[config.mk]
export PLATFORM = sky130hd
export DESIGN_NAME = swpc_regs
export DESIGN_NICKNAME = d
export VERILOG_FILES = /design/src/swpc_pkg.sv /design/src/swpc_freq_if.sv /design/src/swpc_freq_conv.sv /design/src/swpc_regs.sv
export VERILOG_INCLUDE_DIRS = /design/src
export SDC_FILE = /design/constraint.sdc
export NUM_CORES = 1
export LEC_CHECK = 0
export ABC_AREA = 1
export BUFFER_PORTS_ARGS = -buffer_cell sky130_fd_sc_hd__buf_2
export CORE_ASPECT_RATIO = 0.6
export CORE_MARGIN = 5
export CORE_UTILIZATION = 45
export DETAILED_ROUTE_END_ITERATION = 8
export GPL_TIMING_DRIVEN = 0
export MAX_ROUTING_LAYER = met4
export SLEW_MARGIN = 20
export SYNTH_ARGS = -nofsm -noshare
export SYNTH_HDL_FRONTEND = slang
export SYNTH_SLANG_ARGS = --single-unit
[constraint.sdc]
create_clock -name CORE_CLK -period 104.8 [get_ports CORE_CLK]
set_input_delay 0 -clock CORE_CLK [delete_from_list [all_inputs] [get_ports CORE_CLK]]
set_output_delay 0 -clock CORE_CLK [all_outputs]
set_load 0.02 [all_outputs]
[src/swpc_consts.svh]
// Notes on behaviour
// - switching clock is 16MHz over divisor 11..80
// - strap loads frequency; host write replaces it
// - frequency in kHz, 200 to 1330, global
// - frequency and gain are 16-bit linear-11 words
// - bits 7:4 group number, zero means 16
// - bits 3:0 position, zero means 16, 22.5 deg
// - sharing rails ignore interleave, use share link
// - interleave per page, default from strapped address
// - gain per page, milliohms, resets to AA66h
// - all three read/write and write protectable
`ifndef SWPC_CONSTS_SVH
`define SWPC_CONSTS_SVH

// ****************************************************************
// command codes
// ****************************************************************
`define SWPC_CMD_FREQ 8'h33
`define SWPC_CMD_INTER 8'h37
`define SWPC_CMD_GAIN 8'h38

// ****************************************************************
// field positions, reset values and limits
// ****************************************************************
`define SWPC_EXP_MSB 15
`define SWPC_EXP_LSB 11
`define SWPC_MAN_MSB 10
`define SWPC_GAIN_RESET 16'hAA66
`define SWPC_INTER_USED 16'h00FF
`define SWPC_PAGE1_OFFSET 4'h1
`define SWPC_BASE_KHZ 32'h00003E80
`define SWPC_MIN_KHZ 32'sh000000C8
`define SWPC_MAX_KHZ 32'sh00000532
`define SWPC_DIV_MIN 7'h0B
`define SWPC_DIV_MAX 7'h50
`define SWPC_STEP_TENTHS 12'h0E1

`endif

[src/swpc_pkg.sv]
package swpc_pkg;

  // start-up sequence: two strap sync cycles, one load, then run
  typedef enum logic [1:0] {
    SWPC_WAIT0 = 2'h0,
    SWPC_WAIT1 = 2'h1,
    SWPC_LOAD = 2'h3,
    SWPC_RUN = 2'h2
  } swpc_state_t;

endpackage : swpc_pkg

[src/swpc_freq_if.sv]
`timescale 1ns/10ps
interface swpc_freq_if (
  input wire logic clk,
  input wire logic rst
);
  logic [15:0] code;
  logic in_range;
  logic [6:0] divisor;

  modport conv (input clk, input rst, input code, output in_range,
    output divisor);
  modport user (input clk, input rst, output code, input in_range,
    input divisor);
endinterface : swpc_freq_if

[src/swpc_freq_conv.sv]
`timescale 1ns/10ps
`include "swpc_consts.svh"
module swpc_freq_conv (
  swpc_freq_if.conv fif
);
  // ****************************************************************
  // linear-11 decode
  // ****************************************************************
  function automatic logic signed [31:0] swpc_lin11(
    input logic [15:0] c
  );
    logic signed [4:0] e;
    logic signed [31:0] m;
    e = c[`SWPC_EXP_MSB:`SWPC_EXP_LSB];
    m = 32'(signed'(c[`SWPC_MAN_MSB:0]));
    if (e[4]) begin
      swpc_lin11 = m >>> 5'(-e);
    end else begin
      swpc_lin11 = m <<< 5'(e);
    end
  endfunction : swpc_lin11

  logic signed [31:0] khz;
  logic [31:0] khz_u;
  logic [31:0] quot;
  logic [6:0] n_raw;

  // fraction of a kHz is dropped; the divisor rounds to nearest
  assign khz = swpc_lin11(fif.code);
  assign fif.in_range = (khz >= `SWPC_MIN_KHZ) && (khz <= `SWPC_MAX_KHZ);
  assign khz_u = fif.in_range ? 32'(khz) : 32'h00000001;
  assign quot = (`SWPC_BASE_KHZ + (khz_u >> 1)) / khz_u;
  assign n_raw = (quot > 32'h0000007F) ? 7'h7F : quot[6:0];
  // clamp keeps the divisor legal even for an odd strap code
  assign fif.divisor = (n_raw < `SWPC_DIV_MIN) ? `SWPC_DIV_MIN :
    (n_raw > `SWPC_DIV_MAX) ? `SWPC_DIV_MAX : n_raw;
endmodule : swpc_freq_conv

[src/swpc_regs.sv]
`timescale 1ns/10ps
`include "swpc_consts.svh"
module swpc_regs (
  input wire logic CORE_CLK,
  input wire logic RST,
  input wire logic [7:0] CMD_CODE,
  input wire logic CMD_PAGE,
  input wire logic CMD_WR,
  input wire logic CMD_RD,
  input wire logic [15:0] CMD_WDATA,
  input wire logic WRITE_PROTECT,
  input wire logic [15:0] STRAP_FREQ,
  input wire logic [6:0] STRAP_ADDR,
  input wire logic [1:0] SHARE_EN,
  input wire logic [3:0] SHARE_POS0,
  input wire logic [3:0] SHARE_POS1,
  output logic [15:0] CMD_RDATA,
  output logic CMD_ACK,
  output logic CMD_NACK,
  output logic CFG_READY,
  output logic [6:0] SW_DIVISOR,
  output logic [4:0] PHASE_GROUP0,
  output logic [4:0] PHASE_GROUP1,
  output logic [4:0] PHASE_POS0,
  output logic [4:0] PHASE_POS1,
  output logic [11:0] PHASE_TENTHS0,
  output logic [11:0] PHASE_TENTHS1,
  output logic [15:0] CAL_GAIN0,
  output logic [15:0] CAL_GAIN1
);
  // ****************************************************************
  // helpers
  // ****************************************************************
  function automatic logic [4:0] swpc_expand(input logic [3:0] v);
    swpc_expand = (v == 4'h0) ? 5'h10 : {1'b0, v};
  endfunction : swpc_expand

  function automatic logic [11:0] swpc_tenths(input logic [4:0] p);
    swpc_tenths = 12'(p) * `SWPC_STEP_TENTHS;
  endfunction : swpc_tenths

  // ****************************************************************
  // pin synchronisers
  // ****************************************************************
  logic [26:0] pin_meta_reg;
  logic [26:0] pin_sync_reg;
  logic wp_s;
  logic [15:0] strap_freq_s;
  logic [6:0] strap_addr_s;
  logic [1:0] share_s;
  logic [3:0] share_pos_s [2];
  logic [3:0] share_pos_meta0_reg;
  logic [3:0] share_pos_meta1_reg;
  logic [3:0] share_pos0_reg;
  logic [3:0] share_pos1_reg;

  // straps, protect and share pins arrive from other domains
  always_ff @(posedge CORE_CLK) begin
    pin_meta_reg <= {WRITE_PROTECT, STRAP_FREQ, STRAP_ADDR, SHARE_EN, 1'b0};
    pin_sync_reg <= pin_meta_reg;
    share_pos_meta0_reg <= SHARE_POS0;
    share_pos_meta1_reg <= SHARE_POS1;
    share_pos0_reg <= share_pos_meta0_reg;
    share_pos1_reg <= share_pos_meta1_reg;
  end

  assign wp_s = pin_sync_reg[26];
  assign strap_freq_s = pin_sync_reg[25:10];
  assign strap_addr_s = pin_sync_reg[9:3];
  assign share_s = pin_sync_reg[2:1];
  assign share_pos_s[0] = share_pos0_reg;
  assign share_pos_s[1] = share_pos1_reg;

  // ****************************************************************
  // start-up sequencer
  // ****************************************************************
  swpc_pkg::swpc_state_t state_reg;
  swpc_pkg::swpc_state_t state_next;

  // straps are caught only after two settled sync cycles
  always_comb begin
    case (state_reg)
      swpc_pkg::SWPC_WAIT0: state_next = swpc_pkg::SWPC_WAIT1;
      swpc_pkg::SWPC_WAIT1: state_next = swpc_pkg::SWPC_LOAD;
      swpc_pkg::SWPC_LOAD: state_next = swpc_pkg::SWPC_RUN;
      default: state_next = swpc_pkg::SWPC_RUN;
    endcase
  end

  always_ff @(posedge CORE_CLK) begin
    if (RST) begin
      state_reg <= swpc_pkg::SWPC_WAIT0;
    end else begin
      state_reg <= state_next;
    end
  end

  // ****************************************************************
  // frequency conversion
  // ****************************************************************
  logic loading;
  logic running;
  swpc_freq_if fif (.clk(CORE_CLK), .rst(RST));

  assign loading = (state_reg == swpc_pkg::SWPC_LOAD);
  assign running = (state_reg == swpc_pkg::SWPC_RUN);
  // one converter serves both the strap load and host writes
  assign fif.code = loading ? strap_freq_s : CMD_WDATA;

  swpc_freq_conv u_conv (.fif(fif));

  // ****************************************************************
  // command decode
  // ****************************************************************
  logic hit_freq;
  logic hit_inter;
  logic hit_gain;
  logic hit_any;
  logic wr_ok;
  logic rd_ok;
  logic [15:0] rd_mux;
  logic [15:0] freq_reg;
  logic [15:0] inter_reg [2];
  logic [15:0] gain_reg [2];

  assign hit_freq = (CMD_CODE == `SWPC_CMD_FREQ);
  assign hit_inter = (CMD_CODE == `SWPC_CMD_INTER);
  assign hit_gain = (CMD_CODE == `SWPC_CMD_GAIN);
  assign hit_any = hit_freq || hit_inter || hit_gain;
  // protected writes and out-of-range frequencies are refused
  assign wr_ok = CMD_WR && running && hit_any && !wp_s &&
    (!hit_freq || fif.in_range);
  assign rd_ok = CMD_RD && !CMD_WR && running && hit_any;

  // read selection; unused interleave bits come back as zero
  always_comb begin
    if (hit_freq) begin
      rd_mux = freq_reg;
    end else if (hit_inter) begin
      rd_mux = inter_reg[CMD_PAGE] & `SWPC_INTER_USED;
    end else if (hit_gain) begin
      rd_mux = gain_reg[CMD_PAGE];
    end else begin
      rd_mux = 16'h0000;
    end
  end

  // ****************************************************************
  // configuration registers
  // ****************************************************************
  // frequency is global; strap first, host write replaces it
  always_ff @(posedge CORE_CLK) begin
    if (RST) begin
      freq_reg <= 16'h0000;
      SW_DIVISOR <= `SWPC_DIV_MAX;
    end else if (loading || (wr_ok && hit_freq)) begin
      freq_reg <= fif.code;
      SW_DIVISOR <= fif.divisor;
    end
  end

  // paged registers; page 1 position defaults one step on
  always_ff @(posedge CORE_CLK) begin
    if (RST) begin
      inter_reg[0] <= 16'h0000;
      inter_reg[1] <= 16'h0000;
      gain_reg[0] <= `SWPC_GAIN_RESET;
      gain_reg[1] <= `SWPC_GAIN_RESET;
    end else if (loading) begin
      inter_reg[0] <= {12'h000, strap_addr_s[3:0]};
      inter_reg[1] <= {12'h000, strap_addr_s[3:0] + `SWPC_PAGE1_OFFSET};
    end else if (wr_ok && hit_inter) begin
      inter_reg[CMD_PAGE] <= CMD_WDATA & `SWPC_INTER_USED;
    end else if (wr_ok && hit_gain) begin
      gain_reg[CMD_PAGE] <= CMD_WDATA;
    end
  end

  // answer one cycle after the request
  always_ff @(posedge CORE_CLK) begin
    if (RST) begin
      CMD_ACK <= 1'b0;
      CMD_NACK <= 1'b0;
      CMD_RDATA <= 16'h0000;
      CFG_READY <= 1'b0;
    end else begin
      CMD_ACK <= wr_ok || rd_ok;
      CMD_NACK <= (CMD_WR && !wr_ok) || (CMD_RD && !CMD_WR && !rd_ok);
      CFG_READY <= running;
      if (rd_ok) begin
        CMD_RDATA <= rd_mux;
      end
    end
  end

  // ****************************************************************
  // phase outputs
  // ****************************************************************
  logic [4:0] pos_next [2];
  logic [4:0] grp_next [2];

  // a sharing rail takes its position from the share link instead
  genvar g;
  for (g = 0; g < 2; g++) begin : g_page
    assign pos_next[g] = share_s[g] ? swpc_expand(share_pos_s[g]) :
      swpc_expand(inter_reg[g][3:0]);
    assign grp_next[g] = share_s[g] ? 5'h00 :
      swpc_expand(inter_reg[g][7:4]);
  end

  always_ff @(posedge CORE_CLK) begin
    if (RST) begin
      PHASE_POS0 <= 5'h00;
      PHASE_POS1 <= 5'h00;
      PHASE_GROUP0 <= 5'h00;
      PHASE_GROUP1 <= 5'h00;
      PHASE_TENTHS0 <= 12'h000;
      PHASE_TENTHS1 <= 12'h000;
      CAL_GAIN0 <= `SWPC_GAIN_RESET;
      CAL_GAIN1 <= `SWPC_GAIN_RESET;
    end else begin
      PHASE_POS0 <= pos_next[0];
      PHASE_POS1 <= pos_next[1];
      PHASE_GROUP0 <= grp_next[0];
      PHASE_GROUP1 <= grp_next[1];
      PHASE_TENTHS0 <= swpc_tenths(pos_next[0]);
      PHASE_TENTHS1 <= swpc_tenths(pos_next[1]);
      CAL_GAIN0 <= gain_reg[0];
      CAL_GAIN1 <= gain_reg[1];
    end
  end
endmodule : swpc_regs

==> results of run 1 <==
cells in the final DEF (no fill, tap or decap), types with 44 or more instances in the layout:
| master | instances |
|---|---|
| a21o_1 | 50 |
| a21oi_1 | 382 |
| a21oi_2 | 44 |
| buf_2 | 195 |
| buf_4 | 68 |
| conb_1 | 250 |
| dfxtp_1 | 170 |
| dlygate4sd3_1 | 49 |
| edfxtp_1 | 48 |
| ha_1 | 564 |
| inv_1 | 710 |
| nand2_1 | 1395 |
| nand2_2 | 49 |
| nand3_1 | 266 |
| nor2_1 | 306 |
| o21ai_0 | 191 |
| o21ai_1 | 109 |
| or2_2 | 86 |
| xnor2_1 | 189 |
| xor2_1 | 150 |
layout make-up:
type                    count  share of cell area
flip-flops and latches    218               0.122
inverters                 749              0.0718
well taps                1000              0.0316
plain buffers             127              0.0205
clock buffers              28              0.0160
repair buffers            254              0.0439
multi-input cells        4453               0.690
clock inverters            12             0.00348
logic make-up (layout without fill, tap and decap cells):
family	Yosys count	after routing
AO/OA/AOI/OAI	991	991
XOR/XNOR	339	339
adder cells (fa/ha/maj)	571	571
buffers and inverters	876	1170
flip-flops	218	218
multiplexers	19	19
other	2	250
AND/OR/NAND/NOR	2283	2283
worst register-to-register path, delay by kind of cell (launching register included):
kind,cells,cell delay (ns)
AOI/OAI and AO/OA,253,40.25
DFF,1,0.37
adders and majority gates,31,9.46
buffers and inverters,123,11.82
and+or+nand+nor,314,32.30
final timing paths:
kind                         from              end  slack (ns)  cells past startpoint
setup reg to reg     state_reg[1]    SW_DIVISOR[4]       10.47                    721
hold reg to reg   pin_meta_reg[2]  pin_sync_reg[2]        0.31                      0
hold / removal             CMD_RD          CMD_ACK        0.04                      5
setup / recovery     state_reg[1]    SW_DIVISOR[4]       10.47                    721
stage by stage:
step,util,setup WS [ns]
floorplan,-,19.99
global placement,0.494,1.50
detailed placement,0.497,3.11
CTS,0.514,2.76
global route,0.523,-0.342
finish,0.523,10.47
repair_timing:
item / 4_1_cts / 5_1_grt
setup endpoints to repair: 0 / 7
gates resized for setup: 0 / 149
endpoints found under the hold margin: 85 / 0
buffers inserted: 0 / 34
hold buffers: 49 / 0
routing by layer:
layer  track usage  vias up  part of all wire
li1              -    18200                 -
met3        0.0236       61             0.069
met4        0.0189        0            0.0079
met5             -        -                 0
met2         0.342      868              0.39
met1         0.374    15200              0.53
==> metrics.md, run 1 <==
| Metric | Value |
|---|---|
| Dpl cell area | `roughly 38000 um^2` |
| Area taken by multi-input logic gates | `27300 um^2` |
| Post-Layout Cell Count | `just under 7000` |
| Cell family with most CP delay | `compound AO/OA/AOI/OAI gates` |
| EDFF count, synth | `48` |
| Mux cell area share after synthesis | `0.00589` |
| Die W | `367 um` |
| Placement Rows | `just under 80` |
| Crit Path Class | `reg -> reg` |
| Worst stage delay on the critical path | `roughly 0.58 ns` |
| Clock skew | `0.0351 ns` |
| Synth Instances | `about 5300` |
| Synth top area cells | `ha_1 (21%), nand2_1 (15%), dfxtp_1 (9.9%), inv_1 (7.8%), a21oi_1 (6.0%)` |
| Drc violations | `0` |
| Status | `complete, no violations` |
| YS warnings | `0` |
| # setup viols final | `0` |
| CP Max Fanout | `22` |
| Clk sinks | `about 220` |
| Vias | `34300` |
| Setup_tns | `0 ns` |
| TritonCTS clock tree | `yes` |
| Drt wl/cell | `roughly 15 um` |
| Remaining antenna violation count after routing | `0` |
| Post-synth ARST share | `0` |
| Synthesized area | `about 34000 um^2` |
| Fill cells | `between 7000 and 8000` |
| CP bufs+invs | `about 120` |
| Final Hold Fails | `0` |
| P&R area growth vs syn | `15.0%` |
| I/O Buffers | `160` |
| Pre-antenna DRT Iters | `6` |
| Worst-path clk slew | `roughly 0.080 ns` |
| Crit path time final | `approximately 94 ns` |
| Most frequent CP cell | `nand2_1` |
| Most frequent cells after synthesis | `nand2_1 (1400), inv_1 (719), ha_1 (565), a21oi_1 (411), nor2_1 (321)` |
| Num CTS Buffers | `22` |
| Hold slack | `0.0428 ns` |
| Worst path arrival time | `around 95 ns` |
| Total Routed Length | `about 99000 um` |
| Combinational family with the most area after synthesis | `simple AND/OR/NAND/NOR gates` |
| Fin crit share | `0.900` |
| Largest area contributor in the netlist | `ha_1` |
| Die height | `224 um` |
| Gr ovfl total | `0` |
| Least-Margin Pin Slew | `~1.0 ns` |
| Adder-Cell Fraction of Synth Area | `0.209` |
| Die Footprint | `about 80000 um^2` |
| Syn avg cell area | `between 6 and 7 um^2` |
| DRT iter0 DRCs | `just under 3000` |
| Yosys top cell area share | `0.206` |
| Vias in the first global route | `slightly above 30000` |
| Design Area, Final | `39600 um^2` |
| Critical Path Start Type | `flip-flop` |
| Max reg flops | `32` |
| Clock Path Buffers | `3` |
| RePlAce Congestion | `~0.92` |
| Flops & latches, synth | `~220` |
| H-tree lvl count | `1` |
| Max-Cap Viols | `0` |
| Core area | `75600 um^2` |
| Largest net degree at the start of global routing | `29` |
| XOR/XNOR share of the synthesized area | `0.0863` |
| Post-synth cell types | `just under 80` |
| CTS root buf | `clkbuf_16` |
| Nets@finish | `roughly 6500` |
| Inserted Diodes | `0` |
| Rel. slew slack | `0.307` |
| Ports | `roughly 170` |
| Initial core utilization | `0.455` |
| Vias per inst | `~5.0` |
| Worst setup EP type | `flip-flop` |
| Critical-path top delay cell | `or4_4` |
| Initial antenna violation count | `1` |
| Inst Count DP | `between 6000 and 7000` |
| Global-route wire length before repair | `between 150000 and 200000 um` |
| CP Data Required Time | `roughly 110 ns` |
| Hold WC Path Type | `in -> reg` |
| Top-count cell post-synth | `nand2_1` |
| Max-slew violations | `0` |
| Most used flip-flop cell after synthesis | `dfxtp_1` |
| Sequential fraction of the synthesis area | `0.141` |
| Peak Freq | `about 11 MHz` |
| Clock Latency Late Sink | `between 0.5 and 0.6 ns` |
| Share of layout cells above drive strength 1 | `0.118` |
| Post-Synth Simple-Gate Area | `0.285` |
| Post-synthesis compound-gate area fraction | `0.168` |
| Gr usage total | `0.239` |
| Dpl hpwl | `roughly 80000 um` |
| FF/Latch Area | `roughly 4800 um^2` |
Power of run 1 is left out: the tool's default activity adds up to more than one toggle a clock period on the data nets, which glitch-free logic cannot reach.
==> inputs of run 2 (changes only) <==
Settings changed: CTS_BUF_LIST set to sky130_fd_sc_hd__clkbuf_8.
==> run 2 against run 1 <==
  * Register-to-register slack worse by 0.12 ns
  * Critical path depth increased by 5
  * Die area did not move
  * Setup slack worse by 0.12 ns
  * Non-clock buffer count increased by 1
  * Critical endpoint unchanged
==> metrics.md, run 2 (synthesis gave the netlist of run 1 again) <==
| Metric | Value |
|---|---|
| Die Footprint | `about 82000 um^2` |
| Num CTS Buffers | `34` |
| Util after Layout | `0.523` |
| Rel. slew slack | `0.307` |
| Pre-antenna DRT Iters | `6` |
| Clk sinks | `between 200 and 250` |
| Total Routed Length | `100000 um` |
| Dpl hpwl | `between 80000 and 90000 um` |
| CTS root buf | `clkbuf_8` |
| Most frequent CP cell | `nand2_1` |
| Largest net degree at the start of global routing | `29` |
| Cells on Worst Hold Path | `2` |
| Drt wl/cell | `14.6 um` |
| FF/Latch Area | `4840 um^2` |
| Nets@finish | `6472` |
| CP startpoint | `state_reg[0]` |
| H-tree lvl count | `2` |
| Status | `complete, no violations` |
| Worst Hold Launch | `STRAP_FREQ[13]` |
| Fin crit share | `0.901` |
| Most frequent cells in the layout | `nand2_1 (1395), inv_1 (714), ha_1 (564)` |
| TritonCTS clock tree | `yes` |
| I/O Buffers | `160` |
| FF-to-FF Start | `state_reg[0]` |
| Ports | `between 150 and 200` |
| Drc violations | `0` |
| Vias per inst | `5.02` |
| Vias | `approximately 34000` |
| Die height | `approximately 220 um` |
| Inserted Diodes | `0` |
| # setup viols final | `0` |
| Clock Latency Late Sink | `around 0.54 ns` |
| Worst stage delay on the critical path | `between 0.5 and 0.6 ns` |
| Final Hold Fails | `0` |
| Initial core utilization | `0.455` |
| Max-Cap Viols | `0` |
| Initial antenna violation count | `1` |
| Clock skew | `0.0369 ns` |
| Core area | `75600 um^2` |
| RePlAce Congestion | `roughly 0.92` |
| Vias in the first global route | `slightly above 30000` |
| Gr ovfl total | `0` |
| Die W | `approximately 370 um` |
| Area taken by multi-input logic gates | `around 27000 um^2` |
| Max reg flops | `32` |
| Placement Rows | `78` |
| Hold WC Path Type | `in -> reg` |
| Critical-path top delay cell | `or4_4` |
| Worst setup EP type | `flip-flop` |
| Gr usage total | `0.240` |
| Worst-path clk slew | `0.08 ns` |
| Crit Path Class | `reg -> reg` |
| R2R depth | `~730` |
| Fill cells | `7671` |
| Clock Path Buffers | `3` |
| DRT iter0 DRCs | `2746` |
| Global-route wire length before repair | `160000 um` |
| Least-Margin Pin Slew | `1.01 ns` |
| Reg2Reg Setup Slack | `10.35 ns` |
| Most common cell after layout, fill and taps aside | `nand2_1` |
| Max-slew violations | `0` |
| CP Data Required Time | `~110 ns` |
| Peak Freq | `10.6 MHz` |
| Share of layout cells above drive strength 1 | `0.121` |
| Critical Path Start Type | `flip-flop` |
| Crit path time final | `around 94 ns` |
| CP Max Fanout | `25` |
| Worst path arrival time | `94.83 ns` |
| P&R area growth vs syn | `14.9%` |
| Remaining antenna violation count after routing | `0` |
| Min-Delay Endpoint | `pin_meta_reg[23]` |
| Worst r2r dst | `SW_DIVISOR[4]` |
==> run 2: cell types whose count changed in the layout (fill, tap and decap cells not counted), sizes merged <==
cell / delta
clkinv: +2
dlygate4sd3: +1
clkbuf: +18
bufinv: -1
==> run 2: area by class of cell <==
class | count | area share
Inverter | 749 | 0.0719
Clock buffer | 46 | 0.0160
Timing Repair Buffer | 255 | 0.0442
Tap cell | 1000 | 0.0316
Sequential cell | 218 | 0.123
Multi-Input combinational cell | 4453 | 0.691
Buffer | 127 | 0.0205
Clock inverter | 13 | 0.00234
==> run 2: metal layers <==
| layer | vias to the layer above | GRT usage | share of wire |
|---|---|---|---|
| li1 | 18200 | - | - |
| met1 | 15300 | 0.371 | 0.53 |
| met2 | 919 | 0.342 | 0.39 |
| met3 | 72 | 0.0285 | 0.071 |
| met4 | 0 | 0.0265 | 0.0099 |
| met5 | - | - | 0 |
==> run 2: worst max-delay path by stage <==
stage,endpoint,slack (ns),depth (start not counted)
after floorplan,SW_DIVISOR[1],19.99,715
after global placement,SW_DIVISOR[2],1.50,716
after detailed placement,SW_DIVISOR[4],3.11,717
after CTS,SW_DIVISOR[4],2.72,717
after global routing,SW_DIVISOR[4],-0.34,729
final,SW_DIVISOR[4],10.35,726
==> run 2: worst max-delay path: cells and delay by family (launching register included) <==
kind	cells	cell delay, ns
AOI/OAI and AO/OA	253	40.40
and+or+nand+nor	317	32.07
buffers and inverters	125	11.78
adders and majority gates	31	9.45
DFF	1	0.33
==> run 2: what timing repair did <==
action | in CTS | in global routing
setup endpoints to repair | 0 | 7
setup buffers | 0 | 34
endpoints found under the hold margin | 92 | 0
resized for setup | 0 | 150
hold buffers | 50 | 0
==> run 2: stage by stage <==
stage	cell area, um^2	instances	setup WS, ns	hold WS (ns)	TNS, ns
global placement	37400	6707	1.50	0.104	0
finish	39500	6861	10.35	0.0962	0
detailed placement	37600	6718	3.11	0.104	0
floorplan	35300	5547	19.99	0.0277	0
global route	39500	6861	-0.344	0.0771	-1.25
CTS	38800	6827	2.72	0.0371	0
Power of run 2 is left out for the same reason.
